<file path="config.mk">
export PLATFORM = sky130hd
export DESIGN_NAME = smw_ctrl
export DESIGN_NICKNAME = d
export VERILOG_FILES = /design/src/pkg/smw_pkg.sv /design/src/verilog/smw_ctrl.sv
export SDC_FILE = /design/constraint.sdc
export NUM_CORES = 2
export LEC_CHECK = 0
export BUFFER_PORTS_ARGS = -buffer_cell sky130_fd_sc_hd__clkbuf_2
export CORE_ASPECT_RATIO = 0.6
export CORE_MARGIN = 5
export CORE_UTILIZATION = 25
export CTS_CLUSTER_DIAMETER = 40
export DETAILED_ROUTE_END_ITERATION = 12
export PLACE_DENSITY_LB_ADDON = 0.08
export SLEW_MARGIN = 20
export SYNTH_ARGS = -nofsm -noshare
export SYNTH_HDL_FRONTEND = slang
export SYNTH_SLANG_ARGS = --single-unit
</file>
<file path="constraint.sdc">
create_clock -name aclk -period 16.98 [get_ports aclk]
set_clock_uncertainty 0.05 [all_clocks]
set_input_delay 1.698 -clock aclk [delete_from_list [all_inputs] [get_ports aclk]]
set_output_delay 1.698 -clock aclk [all_outputs]
set_load 0.05 [all_outputs]
</file>
<file path="src/pkg/smw_pkg.sv">
// Constants and types of the static memory timing and wait-state controller
package smw_pkg;
  localparam int CS_NUM = 4;
  // Register map: four registers per chip select, 16 bytes apart
  localparam logic [7:0] OFF_SETUP = 8'h00;
  localparam logic [7:0] OFF_PULSE = 8'h04;
  localparam logic [7:0] OFF_CYCLE = 8'h08;
  localparam logic [7:0] OFF_MODE = 8'h0C;
  localparam logic [7:0] OFF_SCR = 8'h40;
  localparam logic [7:0] OFF_KEY1 = 8'h44;
  localparam logic [7:0] OFF_KEY2 = 8'h48;
  localparam logic [7:0] OFF_STAT = 8'h4C;
  localparam logic [3:0] K_SETUP = 4'h0;
  localparam logic [3:0] K_PULSE = 4'h1;
  localparam logic [3:0] K_CYCLE = 4'h2;
  localparam logic [3:0] K_MODE = 4'h3;
  localparam logic [3:0] K_SCR = 4'h4;
  localparam logic [3:0] K_KEY1 = 4'h5;
  localparam logic [3:0] K_KEY2 = 4'h6;
  localparam logic [3:0] K_STAT = 4'h7;
  localparam logic [3:0] K_NONE = 4'hF;
  localparam logic [31:0] SETUP_RST = 32'h0101_0101;
  localparam logic [31:0] PULSE_RST = 32'h0101_0101;
  localparam logic [31:0] CYCLE_RST = 32'h0003_0003;
  localparam logic [31:0] MODE_RST = 32'h0000_0003;
  localparam logic [31:0] SETUP_MASK = 32'h3F3F_3F3F;
  localparam logic [31:0] PULSE_MASK = 32'h7F7F_7F7F;
  localparam logic [31:0] CYCLE_MASK = 32'h01FF_01FF;
  localparam logic [31:0] MODE_MASK = 32'h0000_0003;
  localparam logic [31:0] SCR_MASK = 32'h0000_000F;
  // Field positions inside setup and pulse (write, cs write, read, cs read)
  localparam int WS_LSB = 0;
  localparam int CSW_LSB = 8;
  localparam int RS_LSB = 16;
  localparam int CSR_LSB = 24;
  localparam int WC_LSB = 0;
  localparam int RC_LSB = 16;
  localparam int MODE_RD_BIT = 0;
  localparam int MODE_WR_BIT = 1;
  localparam int STAT_BUSY_BIT = 0;
  localparam int STAT_RELOAD_BIT = 1;
  localparam int STAT_CS_LSB = 4;
  localparam int STAT_SLOW_BIT = 8;
  localparam logic [1:0] RESP_OKAY = 2'b00;
  localparam logic [1:0] RESP_SLVERR = 2'b10;
  typedef enum logic [1:0] {ST_IDLE, ST_WAIT, ST_ACC, ST_HOLDX} smw_state_t;
endpackage

</file>
<file path="src/verilog/smw_ctrl.sv">
// Static memory controller: timing registers, scrambling and automatic wait states
// ==========================================================
// Notes on behaviour
// [RULE1] Setup field decodes to 128 times bit 5 plus bits 4..0.
// [RULE2] Pulse field decodes to 256 times bit 6 plus bits 5..0.
// [RULE3] Cycle field decodes to 256 times bits 8..7 plus bits 6..0.
// [RULE4] Setup and pulse registers reset to 0x01010101.
// [RULE5] Cycle register resets to 0x00030003, three cycles with one hold.
// [RULE6] Write and read mode bits reset to 1, strobe controlled.
// [RULE7] Software keeps setup plus pulse within cycle; nothing is checked.
// [RULE8] Software never programs a zero pulse.
// [RULE9] Strobe-controlled write with zero hold keeps address and select afterwards.
// [RULE10] Scrambling on the fly, enabled per chip select.
// [RULE11] Two key registers shape scrambling; they are write only.
// [RULE12] One idle cycle with all strobes high between different selects.
// [RULE13] Early read wait only write then read on same select.
// [RULE14] Early read wait when write control hold and read control setup are zero.
// [RULE15] Select-controlled write: zero select hold and zero select read setup.
// [RULE16] Write strobe feedback still low: hold everything one more cycle.
// [RULE17] A mode register write inserts one reload wait before next access.
// [RULE18] Reload merges into select idle cycle; same select still waits.
// [RULE19] Only a mode register write triggers reload of parameters; the code also reloads on slow clock entry or exit.
// [RULE20] Software does not reprogram a select while it is being accessed.
// [RULE21] Slow clock entry or exit also causes a reload wait.
// [RULE22] Read followed by write always gets one extra wait cycle.
// [RULE23] Hold is cycle minus setup minus pulse, per strobe.
// [RULE24] Read data captured on edge raising the read-controlling strobe.
// [RULE25] Scrambling is a key-dependent invertible byte mapping.
//
// Implementation choices: the address map and register access over AXI4-Lite.
`timescale 1ns/10ps
module smw_ctrl
  import smw_pkg::*;
(
  input wire logic aclk,
  input wire logic aresetn,
  input wire logic [7:0] s_axi_awaddr,
  input wire logic s_axi_awvalid,
  output logic s_axi_awready,
  input wire logic [31:0] s_axi_wdata,
  input wire logic [3:0] s_axi_wstrb,
  input wire logic s_axi_wvalid,
  output logic s_axi_wready,
  output logic [1:0] s_axi_bresp,
  output logic s_axi_bvalid,
  input wire logic s_axi_bready,
  input wire logic [7:0] s_axi_araddr,
  input wire logic s_axi_arvalid,
  output logic s_axi_arready,
  output logic [31:0] s_axi_rdata,
  output logic [1:0] s_axi_rresp,
  output logic s_axi_rvalid,
  input wire logic s_axi_rready,
  input wire logic mem_req_valid,
  output logic mem_req_ready,
  input wire logic mem_req_write,
  input wire logic [1:0] mem_req_cs,
  input wire logic [23:0] mem_req_addr,
  input wire logic [7:0] mem_req_wdata,
  output logic mem_rsp_valid,
  output logic [7:0] mem_rsp_rdata,
  input wire logic slow_clock_mode,
  output logic [23:0] addr_out,
  output logic [7:0] data_out,
  output logic data_oe,
  input wire logic [7:0] data_in,
  output logic [3:0] chip_select_n,
  output logic read_strobe_n,
  output logic write_strobe_n,
  input wire logic write_strobe_fb
);
  // ==========================================================
  // Decoding helpers
  function automatic logic [9:0] dec_setup(input logic [5:0] s);
    return {2'b00, s[5], 2'b00, s[4:0]}; // RULE1
  endfunction

  function automatic logic [9:0] dec_pulse(input logic [6:0] p);
    return {1'b0, p[6], 2'b00, p[5:0]}; // RULE2
  endfunction

  function automatic logic [9:0] dec_cycle(input logic [8:0] c);
    return {c[8:7], 1'b0, c[6:0]}; // RULE3
  endfunction

  function automatic logic in_win(input logic [9:0] c, input logic [9:0] s,
                                  input logic [9:0] p);
    return (c >= s) && (c < s + p);
  endfunction

  function automatic logic [3:0] reg_kind(input logic [7:0] a);
    logic [3:0] k;
    k = K_NONE;
    if (a < OFF_SCR) begin
      k = {2'b00, a[3:2]};
    end else begin
      case ({a[7:2], 2'b00})
        OFF_SCR: k = K_SCR;
        OFF_KEY1: k = K_KEY1;
        OFF_KEY2: k = K_KEY2;
        OFF_STAT: k = K_STAT;
        default: k = K_NONE;
      endcase
    end
    return k;
  endfunction

  function automatic logic [31:0] merge(input logic [31:0] old, input logic [31:0] nw,
                                        input logic [3:0] strb, input logic [31:0] mask);
    logic [31:0] r;
    r = old;
    for (int i = 0; i < 4; i++) begin
      if (strb[i]) begin
        r[8*i +: 8] = nw[8*i +: 8];
      end
    end
    return r & mask;
  endfunction

  // Rotation by key bits plus two xor layers; inverse undoes each step
  function automatic logic [7:0] scramble(input logic [7:0] d, input logic [7:0] ka,
                                          input logic [15:0] kb);
    logic [15:0] w;
    w = {d ^ ka, d ^ ka} << kb[2:0];
    return w[15:8] ^ kb[15:8];
  endfunction

  function automatic logic [7:0] unscramble(input logic [7:0] d, input logic [7:0] ka,
                                            input logic [15:0] kb);
    logic [15:0] w;
    w = {d ^ kb[15:8], d ^ kb[15:8]} >> kb[2:0];
    return w[7:0] ^ ka;
  endfunction

  // ==========================================================
  // Register bus slave
  logic aw_have_reg, w_have_reg, bvalid_reg, rvalid_reg;
  logic [7:0] aw_addr_reg;
  logic [31:0] w_data_reg, rdata_reg;
  logic [3:0] w_strb_reg;
  logic [1:0] bresp_reg, rresp_reg;
  logic wr_do;
  logic [3:0] wr_kind, rd_kind;
  logic [1:0] wr_cs, rd_cs;
  logic [31:0] setup_reg [CS_NUM];
  logic [31:0] pulse_reg [CS_NUM];
  logic [31:0] cycle_reg [CS_NUM];
  logic [31:0] mode_reg [CS_NUM];
  logic [31:0] act_setup [CS_NUM];
  logic [31:0] act_pulse [CS_NUM];
  logic [31:0] act_cycle [CS_NUM];
  logic [31:0] act_mode [CS_NUM];
  logic [31:0] scr_en_reg, key_first_reg, key_second_reg;
  logic reload_pend_reg, slow_prev_reg, load_now;
  smw_state_t state_reg;
  logic [1:0] cur_cs_reg;

  assign s_axi_awready = !aw_have_reg;
  assign s_axi_wready = !w_have_reg;
  assign s_axi_bvalid = bvalid_reg;
  assign s_axi_bresp = bresp_reg;
  assign s_axi_arready = !rvalid_reg;
  assign s_axi_rvalid = rvalid_reg;
  assign s_axi_rdata = rdata_reg;
  assign s_axi_rresp = rresp_reg;
  assign wr_do = aw_have_reg && w_have_reg && !bvalid_reg;
  assign wr_kind = reg_kind(aw_addr_reg);
  assign wr_cs = aw_addr_reg[5:4];
  assign rd_kind = reg_kind(s_axi_araddr);
  assign rd_cs = s_axi_araddr[5:4];

  always_ff @(posedge aclk) begin
    if (!aresetn) begin
      aw_have_reg <= 1'b0;
      aw_addr_reg <= 8'h00;
    end else if (s_axi_awvalid && !aw_have_reg) begin
      aw_have_reg <= 1'b1;
      aw_addr_reg <= s_axi_awaddr;
    end else if (wr_do) begin
      aw_have_reg <= 1'b0;
    end
  end

  always_ff @(posedge aclk) begin
    if (!aresetn) begin
      w_have_reg <= 1'b0;
      w_data_reg <= 32'h0000_0000;
      w_strb_reg <= 4'h0;
    end else if (s_axi_wvalid && !w_have_reg) begin
      w_have_reg <= 1'b1;
      w_data_reg <= s_axi_wdata;
      w_strb_reg <= s_axi_wstrb;
    end else if (wr_do) begin
      w_have_reg <= 1'b0;
    end
  end

  always_ff @(posedge aclk) begin
    if (!aresetn) begin
      bvalid_reg <= 1'b0;
      bresp_reg <= RESP_OKAY;
    end else if (wr_do) begin
      bvalid_reg <= 1'b1;
      bresp_reg <= (wr_kind == K_NONE || wr_kind == K_STAT) ? RESP_SLVERR : RESP_OKAY;
    end else if (s_axi_bready) begin
      bvalid_reg <= 1'b0;
    end
  end

  always_ff @(posedge aclk) begin
    if (!aresetn) begin
      rvalid_reg <= 1'b0;
      rdata_reg <= 32'h0000_0000;
      rresp_reg <= RESP_OKAY;
    end else if (s_axi_arvalid && !rvalid_reg) begin
      rvalid_reg <= 1'b1;
      rresp_reg <= RESP_OKAY;
      case (rd_kind)
        K_SETUP: rdata_reg <= setup_reg[rd_cs];
        K_PULSE: rdata_reg <= pulse_reg[rd_cs];
        K_CYCLE: rdata_reg <= cycle_reg[rd_cs];
        K_MODE: rdata_reg <= mode_reg[rd_cs];
        K_SCR: rdata_reg <= scr_en_reg;
        K_KEY1, K_KEY2: rdata_reg <= 32'h0000_0000; // RULE11
        K_STAT: begin
          rdata_reg <= 32'h0000_0000;
          rdata_reg[STAT_BUSY_BIT] <= (state_reg != ST_IDLE);
          rdata_reg[STAT_RELOAD_BIT] <= reload_pend_reg;
          rdata_reg[STAT_CS_LSB +: 2] <= cur_cs_reg;
          rdata_reg[STAT_SLOW_BIT] <= slow_prev_reg;
        end
        default: begin
          rdata_reg <= 32'h0000_0000;
          rresp_reg <= RESP_SLVERR;
        end
      endcase
    end else if (s_axi_rready) begin
      rvalid_reg <= 1'b0;
    end
  end

  // ==========================================================
  // Programmed and active parameter sets
  always_ff @(posedge aclk) begin
    if (!aresetn) begin
      for (int i = 0; i < CS_NUM; i++) begin
        setup_reg[i] <= SETUP_RST; // RULE4
        pulse_reg[i] <= PULSE_RST; // RULE4
        cycle_reg[i] <= CYCLE_RST; // RULE5
        mode_reg[i] <= MODE_RST; // RULE6
      end
    end else if (wr_do) begin
      for (int i = 0; i < CS_NUM; i++) begin
        if (wr_cs == 2'(i)) begin
          case (wr_kind)
            K_SETUP: setup_reg[i] <= merge(setup_reg[i], w_data_reg, w_strb_reg, SETUP_MASK);
            K_PULSE: pulse_reg[i] <= merge(pulse_reg[i], w_data_reg, w_strb_reg, PULSE_MASK);
            K_CYCLE: cycle_reg[i] <= merge(cycle_reg[i], w_data_reg, w_strb_reg, CYCLE_MASK);
            K_MODE: mode_reg[i] <= merge(mode_reg[i], w_data_reg, w_strb_reg, MODE_MASK);
            default: ;
          endcase
        end
      end
    end
  end

  // Timing edits stay invisible to the access engine until a reload
  always_ff @(posedge aclk) begin
    if (!aresetn) begin
      for (int i = 0; i < CS_NUM; i++) begin
        act_setup[i] <= SETUP_RST;
        act_pulse[i] <= PULSE_RST;
        act_cycle[i] <= CYCLE_RST;
        act_mode[i] <= MODE_RST;
      end
    end else if (load_now) begin
      for (int i = 0; i < CS_NUM; i++) begin
        act_setup[i] <= setup_reg[i];
        act_pulse[i] <= pulse_reg[i];
        act_cycle[i] <= cycle_reg[i];
        act_mode[i] <= mode_reg[i];
      end
    end
  end

  always_ff @(posedge aclk) begin
    if (!aresetn) begin
      scr_en_reg <= 32'h0000_0000;
      key_first_reg <= 32'h0000_0000;
      key_second_reg <= 32'h0000_0000;
    end else if (wr_do) begin
      case (wr_kind)
        K_SCR: scr_en_reg <= merge(scr_en_reg, w_data_reg, w_strb_reg, SCR_MASK); // RULE10
        K_KEY1: key_first_reg <= merge(key_first_reg, w_data_reg, w_strb_reg, '1);
        K_KEY2: key_second_reg <= merge(key_second_reg, w_data_reg, w_strb_reg, '1);
        default: ;
      endcase
    end
  end

  // Set wins over the clear taken at access start
  always_ff @(posedge aclk) begin
    if (!aresetn) begin
      reload_pend_reg <= 1'b0;
      slow_prev_reg <= 1'b0;
    end else begin
      slow_prev_reg <= slow_clock_mode;
      if ((wr_do && wr_kind == K_MODE) || (slow_clock_mode != slow_prev_reg)) begin
        reload_pend_reg <= 1'b1; // RULE19 RULE21
      end else if (load_now) begin
        reload_pend_reg <= 1'b0;
      end
    end
  end

  // ==========================================================
  // Access engine
  logic last_valid_reg, cur_wr_reg, hx_extra_reg, rsp_valid_reg;
  logic [1:0] wait_cnt_reg, n_wait;
  logic [9:0] cnt_reg;
  logic [23:0] req_addr_reg, addr_reg;
  logic [7:0] req_data_reg, wdata_reg, rsp_rdata_reg;
  logic [9:0] p_ws, p_csws, p_rs, p_csrs, p_wp, p_cswp, p_rp, p_csrp, p_wc, p_rc;
  logic [9:0] we_hold, csw_hold, cyc, rc_s, rc_p;
  logic wmode, rmode, accept, cs_chg, er_need, rw_need, go_acc, acc_last, rd_cap;
  logic [23:0] src_addr;
  logic [7:0] src_data, key_byte;

  assign p_ws = dec_setup(act_setup[cur_cs_reg][WS_LSB +: 6]);
  assign p_csws = dec_setup(act_setup[cur_cs_reg][CSW_LSB +: 6]);
  assign p_rs = dec_setup(act_setup[cur_cs_reg][RS_LSB +: 6]);
  assign p_csrs = dec_setup(act_setup[cur_cs_reg][CSR_LSB +: 6]);
  assign p_wp = dec_pulse(act_pulse[cur_cs_reg][WS_LSB +: 7]);
  assign p_cswp = dec_pulse(act_pulse[cur_cs_reg][CSW_LSB +: 7]);
  assign p_rp = dec_pulse(act_pulse[cur_cs_reg][RS_LSB +: 7]);
  assign p_csrp = dec_pulse(act_pulse[cur_cs_reg][CSR_LSB +: 7]);
  assign p_wc = dec_cycle(act_cycle[cur_cs_reg][WC_LSB +: 9]);
  assign p_rc = dec_cycle(act_cycle[cur_cs_reg][RC_LSB +: 9]);
  assign wmode = act_mode[cur_cs_reg][MODE_WR_BIT];
  assign rmode = act_mode[cur_cs_reg][MODE_RD_BIT];
  assign we_hold = p_wc - p_ws - p_wp; // RULE23
  assign csw_hold = p_wc - p_csws - p_cswp; // RULE23
  assign rc_s = rmode ? p_rs : p_csrs;
  assign rc_p = rmode ? p_rp : p_csrp;
  assign cyc = cur_wr_reg ? p_wc : p_rc;

  assign mem_req_ready = (state_reg == ST_IDLE);
  assign accept = mem_req_valid && mem_req_ready;
  assign cs_chg = last_valid_reg && (mem_req_cs != cur_cs_reg);
  // Same select only, so the parameters of the previous access still apply
  assign er_need = last_valid_reg && !cs_chg && cur_wr_reg && !mem_req_write && // RULE13
    ((((wmode ? we_hold : csw_hold) == 10'd0) && rc_s == 10'd0) || // RULE14
     (!wmode && csw_hold == 10'd0 && p_csrs == 10'd0)); // RULE15
  assign rw_need = last_valid_reg && !cur_wr_reg && mem_req_write;
  assign load_now = accept && reload_pend_reg; // RULE17
  // Select idle, reload and early read share one cycle; read-to-write adds one
  assign n_wait = {1'b0, cs_chg | reload_pend_reg | er_need} + {1'b0, rw_need}; // RULE18 RULE22
  assign go_acc = (accept && n_wait == 2'd0) || (state_reg == ST_WAIT && wait_cnt_reg == 2'd1);
  assign acc_last = (state_reg == ST_ACC) && ((cnt_reg + 10'd1) >= cyc);
  assign rd_cap = (state_reg == ST_ACC) && !cur_wr_reg && (cnt_reg == rc_s + rc_p - 10'd1);
  assign src_addr = (state_reg == ST_IDLE) ? mem_req_addr : req_addr_reg;
  assign src_data = (state_reg == ST_IDLE) ? mem_req_wdata : req_data_reg;
  assign key_byte = key_first_reg[8*src_addr[1:0] +: 8];

  always_ff @(posedge aclk) begin
    if (!aresetn) begin
      state_reg <= ST_IDLE;
      cur_cs_reg <= 2'd0;
      cur_wr_reg <= 1'b0;
      last_valid_reg <= 1'b0;
      wait_cnt_reg <= 2'd0;
      cnt_reg <= 10'd0;
      hx_extra_reg <= 1'b0;
      req_addr_reg <= 24'h00_0000;
      req_data_reg <= 8'h00;
    end else begin
      case (state_reg)
        ST_IDLE: begin
          if (accept) begin
            cur_cs_reg <= mem_req_cs;
            cur_wr_reg <= mem_req_write;
            last_valid_reg <= 1'b1;
            req_addr_reg <= mem_req_addr;
            req_data_reg <= mem_req_wdata;
            wait_cnt_reg <= n_wait;
            cnt_reg <= 10'd0;
            state_reg <= (n_wait == 2'd0) ? ST_ACC : ST_WAIT;
          end
        end
        ST_WAIT: begin
          wait_cnt_reg <= wait_cnt_reg - 2'd1;
          if (wait_cnt_reg == 2'd1) begin
            state_reg <= ST_ACC;
          end
        end
        ST_ACC: begin
          cnt_reg <= cnt_reg + 10'd1;
          if (acc_last) begin
            hx_extra_reg <= 1'b0;
            // Zero-hold strobe write keeps select and bus one cycle past the strobe
            if (cur_wr_reg && wmode && we_hold == 10'd0) begin
              state_reg <= ST_HOLDX; // RULE9
            end else begin
              state_reg <= ST_IDLE;
            end
          end
        end
        ST_HOLDX: begin
          // One extra held cycle at most if the strobe has not risen yet
          if (!write_strobe_fb && !hx_extra_reg) begin
            hx_extra_reg <= 1'b1; // RULE16
          end else begin
            state_reg <= ST_IDLE;
          end
        end
        default: state_reg <= ST_IDLE;
      endcase
    end
  end

  // Bus lines change only when the access proper starts, not in wait cycles
  always_ff @(posedge aclk) begin
    if (!aresetn) begin
      addr_reg <= 24'h00_0000;
      wdata_reg <= 8'h00;
    end else if (go_acc) begin
      addr_reg <= src_addr;
      wdata_reg <= scr_en_reg[(state_reg == ST_IDLE) ? mem_req_cs : cur_cs_reg] ?
        scramble(src_data, key_byte, key_second_reg[15:0]) : src_data; // RULE10 RULE25
    end
  end

  always_ff @(posedge aclk) begin
    if (!aresetn) begin
      rsp_rdata_reg <= 8'h00;
      rsp_valid_reg <= 1'b0;
    end else begin
      rsp_valid_reg <= acc_last;
      if (rd_cap) begin
        rsp_rdata_reg <= scr_en_reg[cur_cs_reg] ? // RULE24
          unscramble(data_in, key_first_reg[8*addr_reg[1:0] +: 8], key_second_reg[15:0]) :
          data_in; // RULE25
      end
    end
  end

  assign mem_rsp_valid = rsp_valid_reg;
  assign mem_rsp_rdata = rsp_rdata_reg;
  assign addr_out = addr_reg;
  assign data_out = wdata_reg;

  // ==========================================================
  // Strobes decode from registered state; all high in wait and idle cycles
  logic acc, rd_win, wr_win, cs_win;
  assign acc = (state_reg == ST_ACC);
  assign rd_win = acc && !cur_wr_reg && in_win(cnt_reg, p_rs, p_rp);
  assign wr_win = acc && cur_wr_reg && in_win(cnt_reg, p_ws, p_wp);
  assign cs_win = (acc && (cur_wr_reg ? in_win(cnt_reg, p_csws, p_cswp) :
                                        in_win(cnt_reg, p_csrs, p_csrp)))
                  || (state_reg == ST_HOLDX); // RULE9 RULE16
  assign read_strobe_n = !rd_win; // RULE12
  assign write_strobe_n = !wr_win; // RULE12
  assign chip_select_n = cs_win ? ~(4'b0001 << cur_cs_reg) : 4'b1111; // RULE12
  assign data_oe = (acc && cur_wr_reg && cnt_reg >= (wmode ? p_ws : p_csws))
                   || (state_reg == ST_HOLDX);
endmodule

</file>
# After elaboration in Yosys (flattened, before gate mapping)
# Memory sizes are Yosys's and may differ from the RTL's. A register that Yosys moved wholly into a read port is not among the register bits.
# Index checks and enable logic that the tools add are counted.
[op_classes]
add_sub_neg = 13
n_lt_le_gt_ge = 14
n_eq_ne = 38
n_shift = 5
n_mux = 418
bitwise_logic = 39
reduce_logical = 85
[op_table]
columns = ["op", "count"]
rows = [
  ["2-to-1 mux 7 bit", 80],
  ["2-to-1 mux 32 bit", 16],
  ["2-to-1 mux 6 bit", 80],
  ["2-to-1 mux 8 bit", 45],
  ["case mux 32 bit (6 select lines)", 1],
  ["2-to-1 mux 1 bit", 126],
  ["2-to-1 mux 24 bit", 5],
  ["2-to-1 mux 28 bit", 4],
  ["2-to-1 mux 2 bit", 42],
  ["2-to-1 mux 18 bit", 4],
  ["variable part select 32 x 6 -> 8 bit", 2],
  ["adder 8 x 9 -> 10 bit", 5],
  ["greater-or-equal comparator 10 x 8 -> 1 bit", 5],
  ["zero test 10 bit", 5],
  ["equality test 6 x 5 -> 1 bit (second input constant)", 8],
  ["less-than comparator 10 bit", 4],
  ["logical AND 1 bit", 35],
  ["OR 1 bit", 34],
  ["equality test 4 x 3 -> 1 bit (second input constant)", 8],
  ["case mux 4 bit (4 select lines)", 2],
  ["bitwise XOR 8 bit", 4],
  ["2-to-1 mux 10 bit", 3],
  ["AND reduction 3 bit", 8],
  ["case mux 10 bit (2 select lines)", 1],
  ["37 further kinds", 85],
]
[word_totals]
reg_bits = 225
mem_bits_rw = 800
word_cells = 652
n_memories = 8
[mem_list]
columns = ["name", "words", "width", "rd", "rd_ports_with_merged_regs", "write_ports", "line", "source"]
rows = [
  ["act_cycle", 4, 32, 1, 1, 4, "smw_ctrl.sv:151", "logic [31:0] act_cycle [CS_NUM];"],
  ["act_mode", 4, 32, 1, 1, 4, "smw_ctrl.sv:152", "logic [31:0] act_mode [CS_NUM];"],
  ["act_pulse", 4, 32, 1, 1, 4, "smw_ctrl.sv:150", "logic [31:0] act_pulse [CS_NUM];"],
  ["act_setup", 4, 32, 1, 1, 4, "smw_ctrl.sv:149", "logic [31:0] act_setup [CS_NUM];"],
  ["pulse_reg", 4, 28, 5, 0, 4, "smw_ctrl.sv:146", "logic [31:0] pulse_reg [CS_NUM];"],
  ["setup_reg", 4, 24, 5, 0, 4, "smw_ctrl.sv:145", "logic [31:0] setup_reg [CS_NUM];"],
  ["2 more memories", "n/a", "n/a", "n/a", "n/a", "n/a", "n/a", ""],
]

# Longest topological paths before layout
[depth]
ltp_word = 13
depth_mapped = 19
depth_no_buf = 15

# Least setup slack after synthesis
# No wires, ideal clock.
[synth_timing]
path_kind = "input port to flip-flop"
from = "in aresetn"
to = "mem act_cycle[0][0] (enable)"
setup_time_ps = 2179
t_arrival_ps = 6945
required_time_ps = 14751
path_slack_ps = 7805
cell_stages = 3
n_path_buf = 2
cell_sequence = "clkbuf_1 clkbuf_1 nand2_1"
[synth_rtl]
columns = ["element", "line", "source"]
rows = [
  ["from (decl)", "smw_ctrl.sv:36", "input wire logic aresetn,"],
  ["to (decl)", "smw_ctrl.sv:151", ""],
]

==> summary.md <==
| Metric | Value |
|---|---|
| Switching portion of total power | `0.312` |
| Number of synthesized register bits | `797` |
| Main synth FF type | `edfxtp_1` |
| Clk_lat worst skew | `0.73 ns` |
| Minimum clock period | `8.35 ns` |
| Buf+Inv Stages, Crit Path | `5` |
| Hold_buf cts | `0` |
| Placed insts | `5,567` |
| PwrDens | `123 nW/um2` |
| Part of the cycle the worst path needs | `0.492` |
| Fillers | `16.5k` |
| Post-synth cell types | `74` |
| Cells after synthesis | `3,410` |
| Critical path launch point type | `register` |
| Drt first pass iters | `5` |
| Max-Cap Viols | `0` |
| Share of layout cells above drive strength 1 | `0.186` |
| CP max stage delay | `0.98 ns` |
| Post-synth top cells | `edfxtp_1, and2_1, nand2_1, dfxtp_1, clkbuf_1` |
| Final cell count without fillers | `5,784` |
| CP Cell Sequence | `buf_12 > mux4_2 > ha_1 > inv_1 > fa_1 > inv_1 > a21oi_1 > o21ai_0 > and2_1 > o21ai_0 > ha_1 > inv_1 > o41ai_1 > o22ai_1 > nand3_1 > clkbuf_2` |
| Mapped Avg Cell Area | `11.8 um2` |
| Top-count cell post-synth | `edfxtp_1` |
| Critical path capture point type | `output port` |
| Root buf cell | `clkbuf_16` |
| Vias in the first global route | `26.7k` |
| Worst min-delay path startpoint | `req_addr_reg[21]` |
| Final TNS setup | `0 ns` |
| Register area share after synthesis | `0.538` |
| Synth Warn # | `0` |
| Reg area | `21,700 um2` |
| Rows | `114` |
| Leading area contributor after synthesis | `edfxtp_1` |
| Worst path slowest cell | `o41ai_1` |
| Overall power | `0.00583 W` |
| Unrepaired setup endpoints after global routing | `no` |
| Synth top area share | `0.428` |
| Multi-input logic area | `17,400 um2` |
| Gr ovfl total | `0` |
| Post-DRT Antenna Nets | `0` |
| Initial core utilization | `0.251` |
| Routed wire length | `153,000 um` |
| Die X | `529 um` |
| Status | `finished clean` |
| Asr flop ratio synth | `0` |
| Largest net degree at the start of global routing | `147` |
| Gr usage total | `0.176` |
| Crit path max fanout | `49` |
| Total CTS buffers | `109` |
| # clock sinks | `797` |
| Number of enable flip-flop cells after synthesis | `576` |
| DR iter-0 viols | `2,710` |
| Antenna violations before repair | `30` |
| Final setup fails | `0` |
| Logic pwr share | `0.193` |
| Area Overhead vs Synth | `17.7%` |
| Relative slew slack | `0.200` |
| DRC | `0` |
| DP HPWL | `108,000 um` |
| Power Internal | `0.00401 W` |
| HP Class | `reg -> reg` |
| Clock Power Share | `0.415` |
| Maximum operating frequency | `120 MHz` |
| Core Region | `161,000 um2` |
| Vias | `27.2k` |
| Max VDD drop | `0.0829 mV` |
| Worst-path clk slew | `0.06 ns` |
| Die Y-Extent | `321 um` |
| Final GP Congestion | `0.815` |
| Clock Path Buffers | `3` |
| Port Buffers | `186` |
| Post-CTS Setup Bufs | `0` |
| Vias/cell | `4.70` |
| Crit path kind | `reg -> out` |
| Worst-margin pin slew | `1.20 ns` |
| Post-CTS Resized | `0` |
| CP required | `15.23 ns` |
| I/O pins | `195` |
| Max Slew Vio Count | `0` |
| Largest delay share family, worst path | `compound AO/OA/AOI/OAI gates` |
| TritonCTS clock tree | `done` |
| Area contributors post-synth | `edfxtp_1, dfxtp_1, mux4_2, and2_1, ha_1` |
| Area of the die | `170,000 um2` |
| Crit-path most repeated cell | `inv_1` |
| Leakage power | `17.4 nW` |
| Fin. Hold Viols | `0` |
| Fin nets | `3,786` |
| Net Switching | `0.00182 W` |
| CP arrival | `6.60 ns` |
| First-pass GRT wire length | `214,000 um` |
| Htree depth | `3` |
| Mapped Area | `40,400 um2` |
| Register share of total power | `0.392` |
| Post-DR wirelength/cell | `26.4 um` |
-- layout make-up --
class,count,share of cell area
Sequential cell,797,0.457
Multi-Input combinational cell,2267,0.366
Clock buffer,134,0.0635
Tap cell,2146,0.0565
Timing Repair Buffer,255,0.0312
Clock inverter,72,0.0172
Inverter,102,0.00821
Antenna cell,11,0.000579
-- metal layers --
| layer | GRT usage | share of wire | wire, um | up-vias |
|---|---|---|---|---|
| li1 | - | - | - | 12616 |
| met1 | 0.291 | 0.54 | 82600 | 13730 |
| met2 | 0.231 | 0.38 | 58000 | 733 |
| met3 | 0.0384 | 0.064 | 9710 | 134 |
| met4 | 0.0297 | 0.014 | 2180 | 0 |
| met5 | 0 | 0 | 0 | - |
-- kinds of logic after synthesis --
group / Yosys count / synth area share
buf+inv: 349 / 0.0345
other cells: 1 / 0.0000929
flops: 797 / 0.538
simple gates: 1341 / 0.173
fa+ha+maj: 149 / 0.0490
xor+xnor: 76 / 0.0165
mux: 263 / 0.118
compound gates: 434 / 0.0714
-- power by group through the flow --
stage          Sequential (W)  Combinational (W)  Clock (W)
2_1_floorplan         0.00236           0.000708          0
3_3_place_gp          0.00233            0.00112          0
3_5_place_dp          0.00233            0.00112          0
4_1_cts               0.00229            0.00112    0.00248
5_1_grt               0.00230            0.00123    0.00257
6_report              0.00228            0.00112    0.00242
-- stage by stage --
step                      hold WS, ns  utilization  setup WS (ns)  cell area (um2)
after floorplan                 0.382            -           7.81            40400
after global placement          0.388        0.272           9.67            43700
after detailed placement        0.397        0.272           9.68            43700
after CTS                       0.405        0.296           8.84            47500
after global routing            0.420        0.296           8.37            47500
final                           0.403        0.296           8.63            47500
-- cell usage in the layout (no fill, tap or decap), types with 13 or more instances in the layout --
| master | Yosys | final |
|---|---|---|
| a211oi_1 | 25 | 25 |
| a21o_1 | 24 | 24 |
| a21oi_1 | 170 | 170 |
| a221oi_1 | 13 | 13 |
| a22oi_1 | 25 | 25 |
| a311oi_2 | 23 | 23 |
| and2_1 | 471 | 470 |
| and4_1 | 13 | 13 |
| buf_4 | 7 | 69 |
| clkbuf_16 | 0 | 115 |
| clkbuf_2 | 0 | 183 |
| clkinv_2 | 0 | 18 |
| dfxtp_1 | 221 | 219 |
| edfxtp_1 | 576 | 576 |
| fa_1 | 15 | 15 |
| ha_1 | 134 | 134 |
| inv_1 | 99 | 98 |
| mux2i_1 | 85 | 85 |
| mux4_2 | 167 | 167 |
| nand2_1 | 410 | 406 |
| nand2b_1 | 19 | 19 |
| nand3_1 | 66 | 66 |
| nor2_1 | 142 | 132 |
| nor3_1 | 32 | 32 |
| o211ai_1 | 16 | 16 |
| o21ai_0 | 71 | 71 |
| or3_1 | 113 | 113 |
| xnor2_1 | 30 | 30 |
| xor2_1 | 46 | 46 |
-- tightest hold or removal path, stage by stage, from the launching register on --
cell and delay, ns:
dfxtp_1 0.31, nand2_1 0.05, a21oi_1 0.05
-- final timing paths --
kind                 endpoint  slack [ns]  depth (start not counted)
max reg2reg       data_out[2]       10.30                         16
min          req_addr_reg[21]        0.40                          2
min reg2reg  req_addr_reg[21]        0.40                          2
max          chip_select_n[3]        8.63                         16
No activity file was read; power rests on OpenSTA's default activity.
